[src/fwd_ctl_defs.vh]
// Purpose: offsets, field positions, reset values for forwarding control
// Assumes: byte addresses are four times the printed index
// Notes: included by both design files
`ifndef FWD_CTL_DEFS_VH
`define FWD_CTL_DEFS_VH

// ----------------------------------------
// register indices and byte addresses
// ----------------------------------------
`define IDX_CLK_CTL 8'h1f
`define IDX_PORT_DIS 8'h20
`define IDX_MODE_CTL 8'h21
`define ADDR_W 10
`define ADDR_CLK_CTL 10'h07c
`define ADDR_PORT_DIS 10'h080
`define ADDR_MODE_CTL 10'h084
`define ADDR_STATUS 10'h088

// ----------------------------------------
// reset values and masks
// ----------------------------------------
`define RST_CLK_CTL 8'h02
`define RST_PORT_DIS 8'hf0
`define RST_MODE_CTL 8'h03
`define MASK_CLK_CTL 8'h0f
`define MASK_PORT_DIS 8'hf0
`define MASK_MODE_CTL 8'h4d

// ----------------------------------------
// field positions
// ----------------------------------------
`define BIT_OSC_SEL 3
`define BIT_REF_MODE 2
`define SPEED_HI 1
`define SPEED_LO 0
`define BLOCK_HI 7
`define BLOCK_LO 4
`define BIT_WHEN_READY 6
`define SYNC_HI 3
`define SYNC_LO 2
`define BIT_RR 0

// ----------------------------------------
// encodings
// ----------------------------------------
`define SYNC_OFF 2'h0
`define SYNC_BASIC 2'h1
`define SYNC_INTERLEAVE 2'h2
`define SYNC_CONCAT 2'h3
`define SPEED_SLOW 2'h3
`define NPORTS 4

`endif

[src/port_grant_gate.v]
// Purpose: per-port decision whether a line may be forwarded
// Assumes: inputs on i_mclk domain
// Notes: one instance per receive port
`include "fwd_ctl_defs.vh"

module port_grant_gate (
	input wire i_block,
	input wire i_ready,
	input wire i_all_ready,
	input wire i_sync_on,
	input wire i_when_ready,
	input wire i_long_pkt,
	output wire o_may_send
);
	wire sync_wait;
	assign sync_wait = i_sync_on & ~(i_when_ready & i_long_pkt);
	assign o_may_send = ~i_block & i_ready & (~sync_wait | i_all_ready);
endmodule // port_grant_gate

[src/forward_control.v]
// Purpose: clock and forwarding control registers, forwarding arbiter
// Assumes: avalon-mm slave, one wait cycle on every access
// Notes: line ready inputs come from same-clock receive logic
`include "fwd_ctl_defs.vh"

module forward_control #(
	parameter NP = `NPORTS
) (
	input wire i_mclk,
	input wire i_rst,
	input wire [`ADDR_W-1:0] i_address,
	input wire i_read,
	input wire i_write,
	input wire [31:0] i_writedata,
	output reg [31:0] o_readdata,
	output reg o_waitrequest,
	input wire [NP-1:0] i_line_ready,
	input wire [NP-1:0] i_long_pkt,
	input wire i_line_done,
	output reg o_osc_internal,
	output reg o_ref_half_rate,
	output reg [1:0] o_tx_speed,
	output reg [1:0] o_sync_mode,
	output reg [NP-1:0] o_grant,
	output reg o_grant_valid
);

	// ----------------------------------------
	// registers
	// ----------------------------------------
	reg [7:0] clk_ctl_reg;
	reg [7:0] port_dis_reg;
	reg [7:0] mode_ctl_reg;
	reg ack_reg;
	reg busy_reg;
	reg [NP-1:0] last_reg;
	reg [NP-1:0] pick_next;
	reg [31:0] rd_next;
	wire [NP-1:0] may_send;
	wire [NP-1:0] block;
	wire [NP-1:0] need;
	wire all_ready;
	wire sync_on;
	wire rr_on;
	wire when_ready;
	wire [1:0] sync_mode;
	wire access;
	integer k;
	integer j;

	assign access = (i_read | i_write) & ~ack_reg;
	assign block = port_dis_reg[`BLOCK_HI:`BLOCK_LO];
	assign sync_mode = mode_ctl_reg[`SYNC_HI:`SYNC_LO];
	assign sync_on = (sync_mode != `SYNC_OFF);
	assign rr_on = mode_ctl_reg[`BIT_RR] & ~sync_on;
	assign when_ready = mode_ctl_reg[`BIT_WHEN_READY] &
		(sync_mode != `SYNC_CONCAT);
	assign need = ~block;
	assign all_ready = ((i_line_ready & need) == need) & (|need);

	// ----------------------------------------
	// per-port gates
	// ----------------------------------------
	genvar g;
	generate
		for (g = 0; g < NP; g = g + 1) begin : gates
			port_grant_gate u_gate (
				.i_block(block[g]),
				.i_ready(i_line_ready[g]),
				.i_all_ready(all_ready),
				.i_sync_on(sync_on),
				.i_when_ready(when_ready),
				.i_long_pkt(i_long_pkt[g]),
				.o_may_send(may_send[g])
			);
		end
	endgenerate

	// ----------------------------------------
	// read mux
	// ----------------------------------------
	// reserved bits zero
	always @* begin
		rd_next = 32'h00000000;
		case (i_address)
		`ADDR_CLK_CTL: rd_next[7:0] = clk_ctl_reg;
		`ADDR_PORT_DIS: rd_next[7:0] = port_dis_reg;
		`ADDR_MODE_CTL: rd_next[7:0] = mode_ctl_reg;
		`ADDR_STATUS: rd_next[NP:0] = {busy_reg, i_line_ready};
		default: rd_next = 32'h00000000;
		endcase
	end

	// ----------------------------------------
	// bus slave
	// ----------------------------------------
	always @(posedge i_mclk) begin
		if (i_rst) begin
			clk_ctl_reg <= `RST_CLK_CTL;
			port_dis_reg <= `RST_PORT_DIS;
			// reserved bit of the reset value reads zero
			mode_ctl_reg <= `RST_MODE_CTL & `MASK_MODE_CTL;
			ack_reg <= 1'b0;
			o_waitrequest <= 1'b1;
			o_readdata <= 32'h00000000;
		end else begin
			// waitrequest drops one cycle after request
			ack_reg <= access;
			o_waitrequest <= ~access;
			if (access && i_read)
				o_readdata <= rd_next;
			// write lands at the edge that sees waitrequest low
			if (ack_reg && i_write) begin
				case (i_address)
				`ADDR_CLK_CTL:
					clk_ctl_reg <= i_writedata[7:0] & `MASK_CLK_CTL;
				`ADDR_PORT_DIS:
					port_dis_reg <= i_writedata[7:0] & `MASK_PORT_DIS;
				`ADDR_MODE_CTL:
					mode_ctl_reg <= i_writedata[7:0] & `MASK_MODE_CTL;
				default: ;
				endcase
			end
		end
	end

	// ----------------------------------------
	// clock, speed and sync mode outputs
	// ----------------------------------------
	always @(posedge i_mclk) begin
		if (i_rst) begin
			o_osc_internal <= 1'b0;
			o_ref_half_rate <= 1'b0;
			o_tx_speed <= 2'h2;
			o_sync_mode <= 2'h0;
		end else begin
			o_osc_internal <= clk_ctl_reg[`BIT_OSC_SEL];
			o_ref_half_rate <= clk_ctl_reg[`BIT_REF_MODE];
			o_tx_speed <= clk_ctl_reg[`SPEED_HI:`SPEED_LO];
			o_sync_mode <= sync_mode;
		end
	end

	// ----------------------------------------
	// arbiter
	// ----------------------------------------
	// round robin from last
	always @* begin
		pick_next = {NP{1'b0}};
		j = 0;
		for (k = 1; k <= NP; k = k + 1) begin
			j = k;
			if (pick_next == {NP{1'b0}} &&
				may_send[(j + idx(last_reg)) % NP])
				pick_next[(j + idx(last_reg)) % NP] = 1'b1;
		end
	end

	function integer idx;
		input [NP-1:0] v;
		integer m;
		begin
			idx = 0;
			for (m = 0; m < NP; m = m + 1)
				if (v[m]) idx = m;
		end
	endfunction

	// one line in flight; i_line_done frees the output
	always @(posedge i_mclk) begin
		if (i_rst) begin
			last_reg <= {{(NP-1){1'b0}}, 1'b1} << (NP - 1);
			busy_reg <= 1'b0;
			o_grant <= {NP{1'b0}};
			o_grant_valid <= 1'b0;
		end else if (busy_reg) begin
			if (i_line_done) begin
				busy_reg <= 1'b0;
				o_grant <= {NP{1'b0}};
				o_grant_valid <= 1'b0;
			end
		end else if ((rr_on | sync_on) && (|pick_next)) begin
			busy_reg <= 1'b1;
			last_reg <= pick_next;
			o_grant <= pick_next;
			o_grant_valid <= 1'b1;
		end
	end

endmodule // forward_control

[config.mk]
export PLATFORM = sky130hd
export DESIGN_NAME = forward_control
export DESIGN_NICKNAME = d
export VERILOG_FILES = /design/src/port_grant_gate.v /design/src/forward_control.v
export VERILOG_INCLUDE_DIRS = /design/src /design/src/src
export SDC_FILE = /design/constraint.sdc
export NUM_CORES = 1
export LEC_CHECK = 0
export BUFFER_PORTS_ARGS = -buffer_cell sky130_fd_sc_hd__buf_4
export CAP_MARGIN = 10
export CORE_UTILIZATION = 35
export DETAILED_ROUTE_END_ITERATION = 10
export PLACE_DENSITY_LB_ADDON = 0.25
export RECOVER_POWER = 25
export SLEW_MARGIN = 20
export SYNTH_ARGS = -nofsm -noshare
export SYNTH_HDL_FRONTEND = slang
export SYNTH_SLANG_ARGS = --single-unit
[constraint.sdc]
create_clock -name i_mclk -period 2.8 [get_ports i_mclk]
set_input_delay 0.56 -clock i_mclk [delete_from_list [all_inputs] [get_ports i_mclk]]
set_output_delay 0.56 -clock i_mclk [all_outputs]
set_load 0.05 [all_outputs]
==> results of run 1 <==
==> routing by layer <==
layer / GRT usage [%] / up-vias / share of wire (%)
met5: 0 / - / 0
met3: 5.14 / 9 / 4.7
met2: 30.7 / 63 / 49
met4: 3.08 / 0 / 1.1
li1: - / 1144 / -
met1: 21.9 / 1045 / 45
==> critical path: cells and delay by family, from the launching register on <==
kind | cells | cell delay, ns
AO/OA/AOI/OAI | 5 | 1.07
multiplexers | 1 | 0.55
AND/OR/NAND/NOR | 2 | 0.40
buffers and inverters | 2 | 0.33
flip-flops | 1 | 0.32
adder cells (fa/ha/maj) | 1 | 0.32
==> cell usage in the layout (no fill, tap or decap), types with 2 or more instances in the layout <==
master and instances:
nor2b_1 7, o21ai_1 4, buf_4 103, nor2_1 27
o21ai_0 4, o21ai_2 2, a41o_1 2, clkbuf_1 5
nand2b_1 3, nand3b_1 3, dfxtp_1 35, or4_1 3
a21oi_2 2, o21a_1 2, a21oi_1 11, conb_1 24
or3_1 2, or2_4 3, a222oi_1 3, a211oi_4 2
inv_1 6, and2_1 3, clkbuf_8 6, nand3_1 8
mux2i_1 13, nand2_1 19, o221ai_1 2, or2_2 2
nor3_1 3, dfxtp_2 2, o31ai_4 2, mux2_2 2
ha_1 6, nand4_1 2, and3_1 2
==> cell families after synthesis <==
logic type / after synthesis / share of synthesized area [%]
multiplexers: 18 / 8.56
other: 1 / 0.160
AO/OA/AOI/OAI: 67 / 22.8
buffers and inverters: 38 / 10.8
AND/OR/NAND/NOR: 101 / 22.3
flip-flops: 37 / 31.7
adder cells (fa/ha/maj): 7 / 3.75
==> report_power, final <==
group | switching, mW | internal (mW)
sequential | 0.0268 | 0.567
combinational | 0.611 | 0.471
clock | 0.176 | 0.195
total | 0.814 | 1.23
==> worst max path at each step <==
stage          slack [ns]    endpoint  cells after the start
6_report            -0.26  o_grant[3]                     11
3_5_place_dp        -0.61  o_grant[0]                     12
5_1_grt             -0.37  o_grant[3]                     13
2_1_floorplan       -0.17  o_grant[0]                     10
3_3_place_gp        -0.58  o_grant[2]                     12
4_1_cts             -0.21  o_grant[3]                     10
==> layout make-up <==
class,count,area share (%)
well taps,77,2.85
inverters,7,0.777
clock buffers,7,2.55
multi-input cells,217,48.2
flip-flops and latches,37,22.0
repair buffers,108,23.6
==> repair_timing <==
item	in CTS	in global routing
setup buffers	4	2
hold endpoints to repair	0	0
pin swaps	12	7
endpoints found under the setup margin	9	9
gates resized for setup	16	17
==> results.sh, run 1 <==
export IMPL_end_kind="flip-flop"
export IMPL_grt_use_total_pct=17.7
export IMPL_fp_dieH_um=83.7
export IMPL_timing_final_hold_violations=0
export IMPL_largest_reg_flops=8
export IMPL_worst_path_max_delay_cell="mux4_2"
export IMPL_cts_sinks=37
export IMPL_cp_max_fo=6
export IMPL_synthFlopType="dfxtp_1"
export IMPL_start_kind="flip-flop"
export IMPL_final_min_clock_period_ns=3.06
export IMPL_synth_edff_count=0
export IMPL_htreeDepth=2
export IMPL_leakage_nw=1.52
export IMPL_ioPinCount=99
export IMPL_route_detailed_drc=0
export IMPL_path_clk_slew_ns=0.07
export IMPL_cts_made_buffers=5
export IMPL_syn_area_mm2=0.00234
export IMPL_ys_top_cells_by_count="dfxtp_1 (37), nor2_1 (29), buf_4 (25), nand2_1 (19), mux2i_1 (14)"
export IMPL_slew_violations=0
export IMPL_async_flop_share_pct=0
export IMPL_area_growth_pct=44.7
export IMPL_cts_hold_buffers=0
export IMPL_fmax_mhz=326
export IMPL_critical_path_startpoint="idx.v[1]"
export IMPL_yosys_top_cells_area="dfxtp_1 (32%), buf_4 (8.0%), mux2i_1 (6.0%)"
export IMPL_place_inst=441
export IMPL_rsz0062_at_grt="yes"
export IMPL_placementRows=29
export IMPL_worstRegToRegCells=11
export IMPL_via_per_inst=4.99
export IMPL_max_slew_margin_pct=60.0
export IMPL_synth_top_area_share_pct=31.7
export IMPL_clk_latency_ns=0.28
export IMPL_synth_top_cell_by_area="dfxtp_1"
export IMPL_p_per_area_mw_per_mm2=605
export IMPL_place_area_mm2=0.00312
export IMPL_start_util_pct=36.6
export IMPL_dr_pass1_iters=6
export IMPL_io_buffers=50
export IMPL_cts_buffer_depth=2
export IMPL_wire_per_inst_um=13.8
export IMPL_antenna_found_initial=0
export IMPL_clockRootBuffer="clkbuf_8"
export IMPL_fin_cells=453
export IMPL_die_w_um=83.7
export IMPL_final_seq_area_um2=743
export IMPL_drive_gt1_share_pct=41.5
export IMPL_syn_inst=269
export IMPL_setup_viol_count_final=9
export IMPL_via_count=2261
export IMPL_rr_startpoint="idx.v[1]"
export IMPL_violations="setup timing"
export IMPL_tightestPinTransition_ns=0.599
export IMPL_critical_path_class="reg2reg"
export IMPL_place_gp_congestion=0.821
export IMPL_cap_violations=0
export IMPL_stdcell_area_mm2=0.00338
export IMPL_crit_required_ns=3.03
export IMPL_setup_ws_ns=-0.263
export IMPL_peakVddDrop_mv=0.434
export IMPL_die_area_mm2=0.00701
export IMPL_p_total_mw=2.05
export IMPL_finalClockSkew_ns=0.00705
export IMPL_drt_initial_drc_count=48
export IMPL_pre_cts_ws_ns=-0.606
export IMPL_cts_tree="built"
export IMPL_setup_tns_ns=-1.92
export IMPL_worst_ep_arrival_time_ns=3.29
export IMPL_postRouteAntennaNets=0
export IMPL_finalCritPeriodShare_pct=109
export IMPL_max_stage_delay_ns=0.55
export IMPL_r2r_end="o_grant[3]"
export IMPL_diodes=0
export IMPL_synth_seq_area_share_pct=31.7
export IMPL_synth_most_common_cell="dfxtp_1"
export IMPL_grt_pass1_vias=2232
export IMPL_netlist_cell_type_count=69
export IMPL_wl_um=6270
export IMPL_grt_start_max_net_pins=30
export IMPL_fill_cells=607
export IMPL_post_route_util_pct=53.0
export IMPL_crit_chain="nor2b_1 -> or2_4 -> ha_4 -> mux4_2 -> a311oi_2 -> buf_4 -> a2111oi_4 -> buf_6 -> a211oi_4 -> a21o_1 -> a41o_1"
export IMPL_hold_start="o_grant_valid"
export IMPL_multi_input_area_mm2=0.00163
export IMPL_outcome="finished, violations left"
export IMPL_avgSynthCellArea_um2=8.69
export IMPL_hold_ws_ns=0.459
export IMPL_hold_class="reg2reg"
export IMPL_post_dp_hpwl_um=4790
export IMPL_grt_first_pass_wirelength_um=10100
export IMPL_regMostFlops="o_readdata"
export IMPL_grt_ovfl_total=0
export IMPL_whs_endpoint="o_grant_valid"
export IMPL_core_mm2=0.00639
export IMPL_fin_nets=438
export IMPL_ys_seq_elements=37
export IMPL_yosysWarnings=0
export IMPL_regToRegSetupSlack_ns=-0.26
export IMPL_whs_path_depth=2
(Power assumes the default switching activity.)
==> run 2, diff against run 1 <==
Settings changed: CELL_PAD_IN_SITES_DETAIL_PLACEMENT set to 1, CELL_PAD_IN_SITES_GLOBAL_PLACEMENT set to 1, CORE_UTILIZATION 35 to 31.
==> run 2 against run 1 <==
Effect of this change:
- clock power shrank 4%
- critical path depth is 2 higher
- combinational power about the same
- critical path type unchanged
- clock-buffer cell count down 1
- die area is 13% higher
- total power is 1.2% lower
- wire length is 8.9% higher
- maximum frequency hardly changed
- cell area is 1.4% lower
- global-route usage rose by 0.31 points
- core utilization is 7.0 points lower
- sequential share of layout area up 0.40 points
- largest cell class unchanged
- the flow still finishes with violations (setup timing)
==> results.sh, run 2 (synthesis results as in run 1) <==
export IMPL_outcome="finished, violations left"
export IMPL_violations="setup timing"
export IMPL_setup_tns_ns=-1.96
export IMPL_timing_final_hold_violations=0
export IMPL_via_per_inst=4.89
export IMPL_cts_tree="built"
export IMPL_place_gp_congestion=0.823
export IMPL_cts_made_buffers=5
export IMPL_cpMostUsedCell="buf_4"
export IMPL_crit_chain="nor2b_4 -> or2_4 -> ha_4 -> buf_4 -> o31ai_2 -> buf_4 -> nor2_1 -> buf_4 -> o32a_1 -> a31o_2 -> a211oi_4 -> a2111oi_2 -> a41o_1"
export IMPL_htreeDepth=2
export IMPL_cp_max_fo=7
export IMPL_finalCritPeriodShare_pct=110
export IMPL_worst_path_buf_inv=3
export IMPL_fp_dieH_um=88.9
export IMPL_fin_nets=431
export IMPL_die_w_um=88.9
export IMPL_postRouteAntennaNets=0
export IMPL_grt_ovfl_total=0
export IMPL_cts_buffer_depth=2
export IMPL_setup_viol_count_final=9
export IMPL_dr_pass1_iters=4
export IMPL_mostFrequentLayoutCells="buf_4 (94), dfxtp_1 (33), nor2_1 (28), conb_1 (24), nand2_1 (19)"
export IMPL_core_mm2=0.00725
export IMPL_fin_cells=469
export IMPL_finalClockSkew_ns=0.00905
export IMPL_cts_hold_buffers=0
export IMPL_grt_first_pass_wirelength_um=10800
export IMPL_crit_required_ns=2.98
export IMPL_start_kind="flip-flop"
export IMPL_final_min_clock_period_ns=3.07
export IMPL_area_growth_pct=42.6
export IMPL_drt_initial_drc_count=72
export IMPL_setup_ws_ns=-0.266
export IMPL_route_detailed_drc=0
export IMPL_cts_sinks=37
export IMPL_final_common_cell="buf_4"
export IMPL_cap_violations=0
export IMPL_p_per_area_mw_per_mm2=607
export IMPL_start_util_pct=32.2
export IMPL_worst_ep_arrival_time_ns=3.25
export IMPL_peakVddDrop_mv=0.200
export IMPL_worst_path_max_delay_cell="a211oi_4"
export IMPL_wl_um=6830
export IMPL_max_slew_margin_pct=57.7
export IMPL_via_count=2294
export IMPL_rsz0062_at_grt="yes"
export IMPL_fmax_mhz=326
export IMPL_largest_reg_flops=8
export IMPL_grt_start_max_net_pins=30
export IMPL_ioPinCount=99
export IMPL_hold_class="reg2reg"
export IMPL_critical_path_class="reg2reg"
export IMPL_clk_latency_ns=0.29
export IMPL_drive_gt1_share_pct=40.5
export IMPL_grt_pass1_vias=2220
export IMPL_placementRows=31
export IMPL_p_total_mw=2.02
export IMPL_place_inst=453
export IMPL_leakage_nw=1.47
export IMPL_cp_top_family="compound AO/OA/AOI/OAI gates"
export IMPL_end_kind="flip-flop"
export IMPL_grt_use_total_pct=18.0
export IMPL_pre_cts_ws_ns=-0.487
export IMPL_slew_violations=0
export IMPL_die_area_mm2=0.00790
export IMPL_tightestPinTransition_ns=0.633
export IMPL_io_buffers=50
export IMPL_antenna_found_initial=0
export IMPL_path_clk_slew_ns=0.07
export IMPL_post_dp_hpwl_um=5420
export IMPL_diodes=0
export IMPL_clockRootBuffer="clkbuf_8"
export IMPL_max_stage_delay_ns=0.34
export IMPL_wire_per_inst_um=14.6
export IMPL_regMostFlops="o_readdata"
[run 2: cell types whose count changed in the layout (fill, tap and decap cells not counted), moves of 2 or more]
cell      delta
buf_4        -9
buf_6        +2
clkinv_2     +2
dfxtp_1      -2
dfxtp_2      +2
ha_1         -3
ha_4         +2
[run 2: worst paths after layout]
kind,end,slack (ns),depth (start not counted),from
max,o_grant[3],-0.27,13,idx.v[1]
min,o_grant_valid,0.46,2,o_grant_valid
max reg2reg,o_grant[3],-0.27,13,idx.v[1]
min reg2reg,o_grant_valid,0.46,2,o_grant_valid
[run 2: through the flow]
| stage | cell area, µm² | util (%) | hold slack [ns] |
|---|---|---|---|
| 3_5_place_dp | 3070 | 42.3 | 0.449 |
| 4_1_cts | 3210 | 44.3 | 0.459 |
| 2_1_floorplan | 2480 | - | 0.436 |
| 5_1_grt | 3330 | 46.0 | 0.480 |
| 3_3_place_gp | 3070 | 42.3 | 0.446 |
| 6_report | 3330 | 46.0 | 0.456 |
[run 2: worst register-to-register path: cells and delay by family (launching register included)]
| family | cells | cell delay [ns] |
|---|---|---|
| AOI/OAI and AO/OA | 6 | 1.48 |
| buffers and inverters | 3 | 0.47 |
| and+or+nand+nor | 3 | 0.43 |
| DFF | 1 | 0.32 |
| adders and majority gates | 1 | 0.25 |
[run 2: report_power, final]
| part | total, mW | internal (mW) | switching, mW | leakage, nW |
|---|---|---|---|---|
| Combinational | 1.07 | 0.463 | 0.608 | 1.12 |
| Sequential | 0.596 | 0.568 | 0.0285 | 0.302 |
| Clock | 0.356 | 0.172 | 0.184 | 0.0450 |
[run 2: metal layers]
layer	up-vias	wire, µm	GRT usage (%)
met5	-	0	0
met4	0	40	4.40
met3	4	266	4.10
met2	52	3370	29.8
met1	1105	3160	23.6
li1	1133	-	-
[run 2: area by class of cell]
type	instances	area, µm²
Multi-Input combinational cell	217	1600
Clock buffer	6	72.6
Tap cell	99	124
Clock inverter	2	10.0
Inverter	7	28.8
Timing Repair Buffer	101	754
Sequential cell	37	746
Fill cell	894	3920
[run 2: timing repair]
| action | 4_1_cts | 5_1_grt |
|---|---|---|
| setup buffers | 2 | 6 |
| pin swaps | 12 | 14 |
| resized for setup | 13 | 20 |
| endpoints found under the setup margin | 9 | 9 |
| hold endpoints to repair | 0 | 0 |
==> run 3, diff against run 2 <==
Settings changed: MAX_ROUTING_LAYER set to met4, SYNTH_HIERARCHICAL set to 1.
==> run 3 against run 2 <==
Effect of this change:
- the flow now finishes without violations
- clock power rose by 35%
- register-to-register slack improved by 0.28 ns
- global-route usage is 0.70 points lower
- cell count grew 0.64%
- cell area is the same
- non-clock buffer count shrank 10
- synthesized area increased by 2.2%
- die area grew 2.1%
- via count is 0.57% lower
- sequential share of layout area about the same
- critical path type unchanged
- highest routed layer unchanged
==> results.sh, run 3 <==
export IMPL_outcome="finished clean"
export IMPL_grt_start_max_net_pins=36
export IMPL_grt_pass1_vias=2326
export IMPL_fin_nets=434
export IMPL_pre_cts_ws_ns=-0.408
export IMPL_cp_max_fo=4
export IMPL_clk_latency_ns=0.30
export IMPL_worst_path_buf_inv=0
export IMPL_ys_top_cells_by_count="dfxtp_1 (37), buf_4 (24), nor2_1 (21), nand2_1 (20), inv_1 (18)"
export IMPL_mostFrequentLayoutCells="buf_4 (87), dfxtp_1 (32), conb_1 (24), nand2_1 (20), nor2_1 (18)"
export IMPL_antenna_found_initial=0
export IMPL_largest_reg_flops=8
export IMPL_worst_path_max_delay_cell="a2111oi_4"
export IMPL_tightestPinTransition_ns=0.598
export IMPL_synth_top_area_share_pct=31.0
export IMPL_synth_most_common_cell="dfxtp_1"
export IMPL_hold_class="in2reg"
export IMPL_whs_path_depth=2
export IMPL_stdcell_area_mm2=0.00333
export IMPL_post_route_util_pct=45.2
export IMPL_crit_required_ns=2.99
export IMPL_ys_seq_elements=37
export IMPL_io_buffers=50
export IMPL_cts_tree="built"
export IMPL_cap_violations=0
export IMPL_hold_start="i_writedata[1]"
export IMPL_worst_ep_arrival_time_ns=2.97
export IMPL_rsz0062_at_grt="yes"
export IMPL_timing_final_hold_violations=0
export IMPL_whs_endpoint="clk_ctl_reg[1]"
export IMPL_route_detailed_drc=0
export IMPL_regMostFlops="o_readdata"
export IMPL_max_slew_margin_pct=60.3
export IMPL_worstRegToRegCells=10
export IMPL_setup_ws_ns=0.0180
export IMPL_leakage_nw=1.45
export IMPL_async_flop_share_pct=0
export IMPL_syn_inst=284
export IMPL_cts_sinks=37
export IMPL_synth_edff_count=0
export IMPL_wl_um=6650
export IMPL_critical_path_class="reg2reg"
export IMPL_rr_startpoint="idx.v[1]"
export IMPL_max_stage_delay_ns=0.43
export IMPL_fp_dieH_um=89.8
export IMPL_netlist_cell_type_count=58
export IMPL_cts_made_buffers=5
export IMPL_area_growth_pct=39.5
export IMPL_setup_viol_count_final=0
export IMPL_via_count=2281
export IMPL_r2r_end="busy_reg"
export IMPL_end_kind="flip-flop"
export IMPL_crit_chain="nor2b_4 -> nor2_2 -> ha_4 -> mux2_2 -> or3_1 -> a31oi_1 -> o21ai_1 -> a2111oi_4 -> nand2_1 -> a21o_1"
export IMPL_place_area_mm2=0.00307
export IMPL_ioPinCount=99
export IMPL_die_area_mm2=0.00806
export IMPL_wire_per_inst_um=14.1
export IMPL_dr_pass1_iters=4
export IMPL_start_util_pct=32.4
export IMPL_slew_violations=0
export IMPL_post_dp_hpwl_um=5250
export IMPL_avgSynthCellArea_um2=8.41
export IMPL_diodes=0
export IMPL_grt_ovfl_total=0
export IMPL_grt_first_pass_wirelength_um=11100
export IMPL_finalClockSkew_ns=0.00929
export IMPL_start_kind="flip-flop"
export IMPL_core_mm2=0.00737
export IMPL_regToRegSetupSlack_ns=0.02
export IMPL_grt_util_met1_pct=22.3
export IMPL_cts_buffer_depth=2
export IMPL_busiest_layer="met2"
export IMPL_gr_usage_met3_pct=2.79
export IMPL_finalCritPeriodShare_pct=99.4
export IMPL_cp_top_family="compound AO/OA/AOI/OAI gates"
export IMPL_fmax_mhz=359
export IMPL_synth_top_cell_by_area="dfxtp_1"
export IMPL_drt_initial_drc_count=86
export IMPL_final_min_clock_period_ns=2.78
export IMPL_htreeDepth=2
export IMPL_drive_gt1_share_pct=37.0
export IMPL_syn_area_mm2=0.00239
export IMPL_p_per_area_mw_per_mm2=815
export IMPL_clockRootBuffer="clkbuf_8"
export IMPL_postRouteAntennaNets=0
export IMPL_synth_seq_area_share_pct=31.0
export IMPL_setup_tns_ns=0
export IMPL_cts_hold_buffers=0
export IMPL_yosysWarnings=6
export IMPL_via_per_inst=4.83
export IMPL_place_gp_congestion=0.861
export IMPL_peakVddDrop_mv=0.233
export IMPL_grt_use_total_pct=17.3
export IMPL_final_common_cell="buf_4"
export IMPL_die_w_um=89.8
export IMPL_path_clk_slew_ns=0.09
export IMPL_use_met2_pct=28.8
export IMPL_placementRows=31
export IMPL_yosys_top_cells_area="dfxtp_1 (31%), buf_4 (7.5%), nor2b_1 (3.9%)"
export IMPL_synthFlopType="dfxtp_1"
run 3: changes by cell type after synthesis, sizes merged, moves of 3 or more:
cell / previous run / this run
nand3: 8 / 12
and3: 2 / 5
a211o: 0 / 7
a21o: 1 / 4
or4: 3 / 0
inv: 7 / 18
nor2b: 8 / 15
nor2: 29 / 21
a311oi: 2 / 5
mux2i: 14 / 9
run 3: per-layer routing:
layer | up-vias | part of all wire (%) | wire length (µm)
met4 | 0 | 0.72 | 48
met2 | 52 | 47 | 3130
li1 | 1146 | - | -
met5 | - | 0 | 0
met1 | 1078 | 49 | 3260
met3 | 5 | 3.2 | 214
run 3: cell families after synthesis:
group	synth area share (%)
flops	31.0
fa+ha+maj	3.66
other cells	0.157
mux	5.65
compound gates	25.2
buf+inv	12.1
simple gates	22.2
run 3: area by class of cell:
class	instances	area, µm²
inverters	18	67.6
repair buffers	91	668
clock buffers	5	68.8
well taps	99	124
multi-input cells	219	1610
clock inverters	3	46.3
fillers	904	4040
flip-flops and latches	37	747
run 3: worst max-delay path by stage:
stage | from | cells after the start | endpoint | slack (ns)
after floorplan | idx.v[3] | 12 | o_grant_valid | 0.001
after global placement | i_line_ready[2] | 12 | o_grant[3] | -0.36
after detailed placement | i_line_ready[2] | 13 | o_grant[3] | -0.41
after CTS | port_dis_reg[6] | 13 | o_grant_valid | -0.0009
after global routing | port_dis_reg[6] | 14 | o_grant[2] | -0.13
final | idx.v[1] | 10 | busy_reg | 0.02
run 3: stage by stage:
step                      instances  hold WS (ns)  power [mW]
after floorplan                 307         0.432        1.63
after global placement          461         0.450        2.06
after detailed placement        461         0.449        2.08
after CTS                       471         0.455        2.69
after global routing            472         0.457        2.88
final                           472         0.459        2.72
run 3: timing repair:
item,CTS,global route
setup endpoints to repair,9,9
hold endpoints to repair,0,0
pin swaps,2,2
gates cloned,0,0
resized for setup,18,12
buffers inserted,2,1
run 3: report_power, final:
group / total [mW] / internal, mW / switching (mW) / leakage [nW]
registers: 0.630 / 0.581 / 0.0491 / 0.300
logic: 1.60 / 0.735 / 0.870 / 1.09
clock network: 0.481 / 0.267 / 0.214 / 0.0543
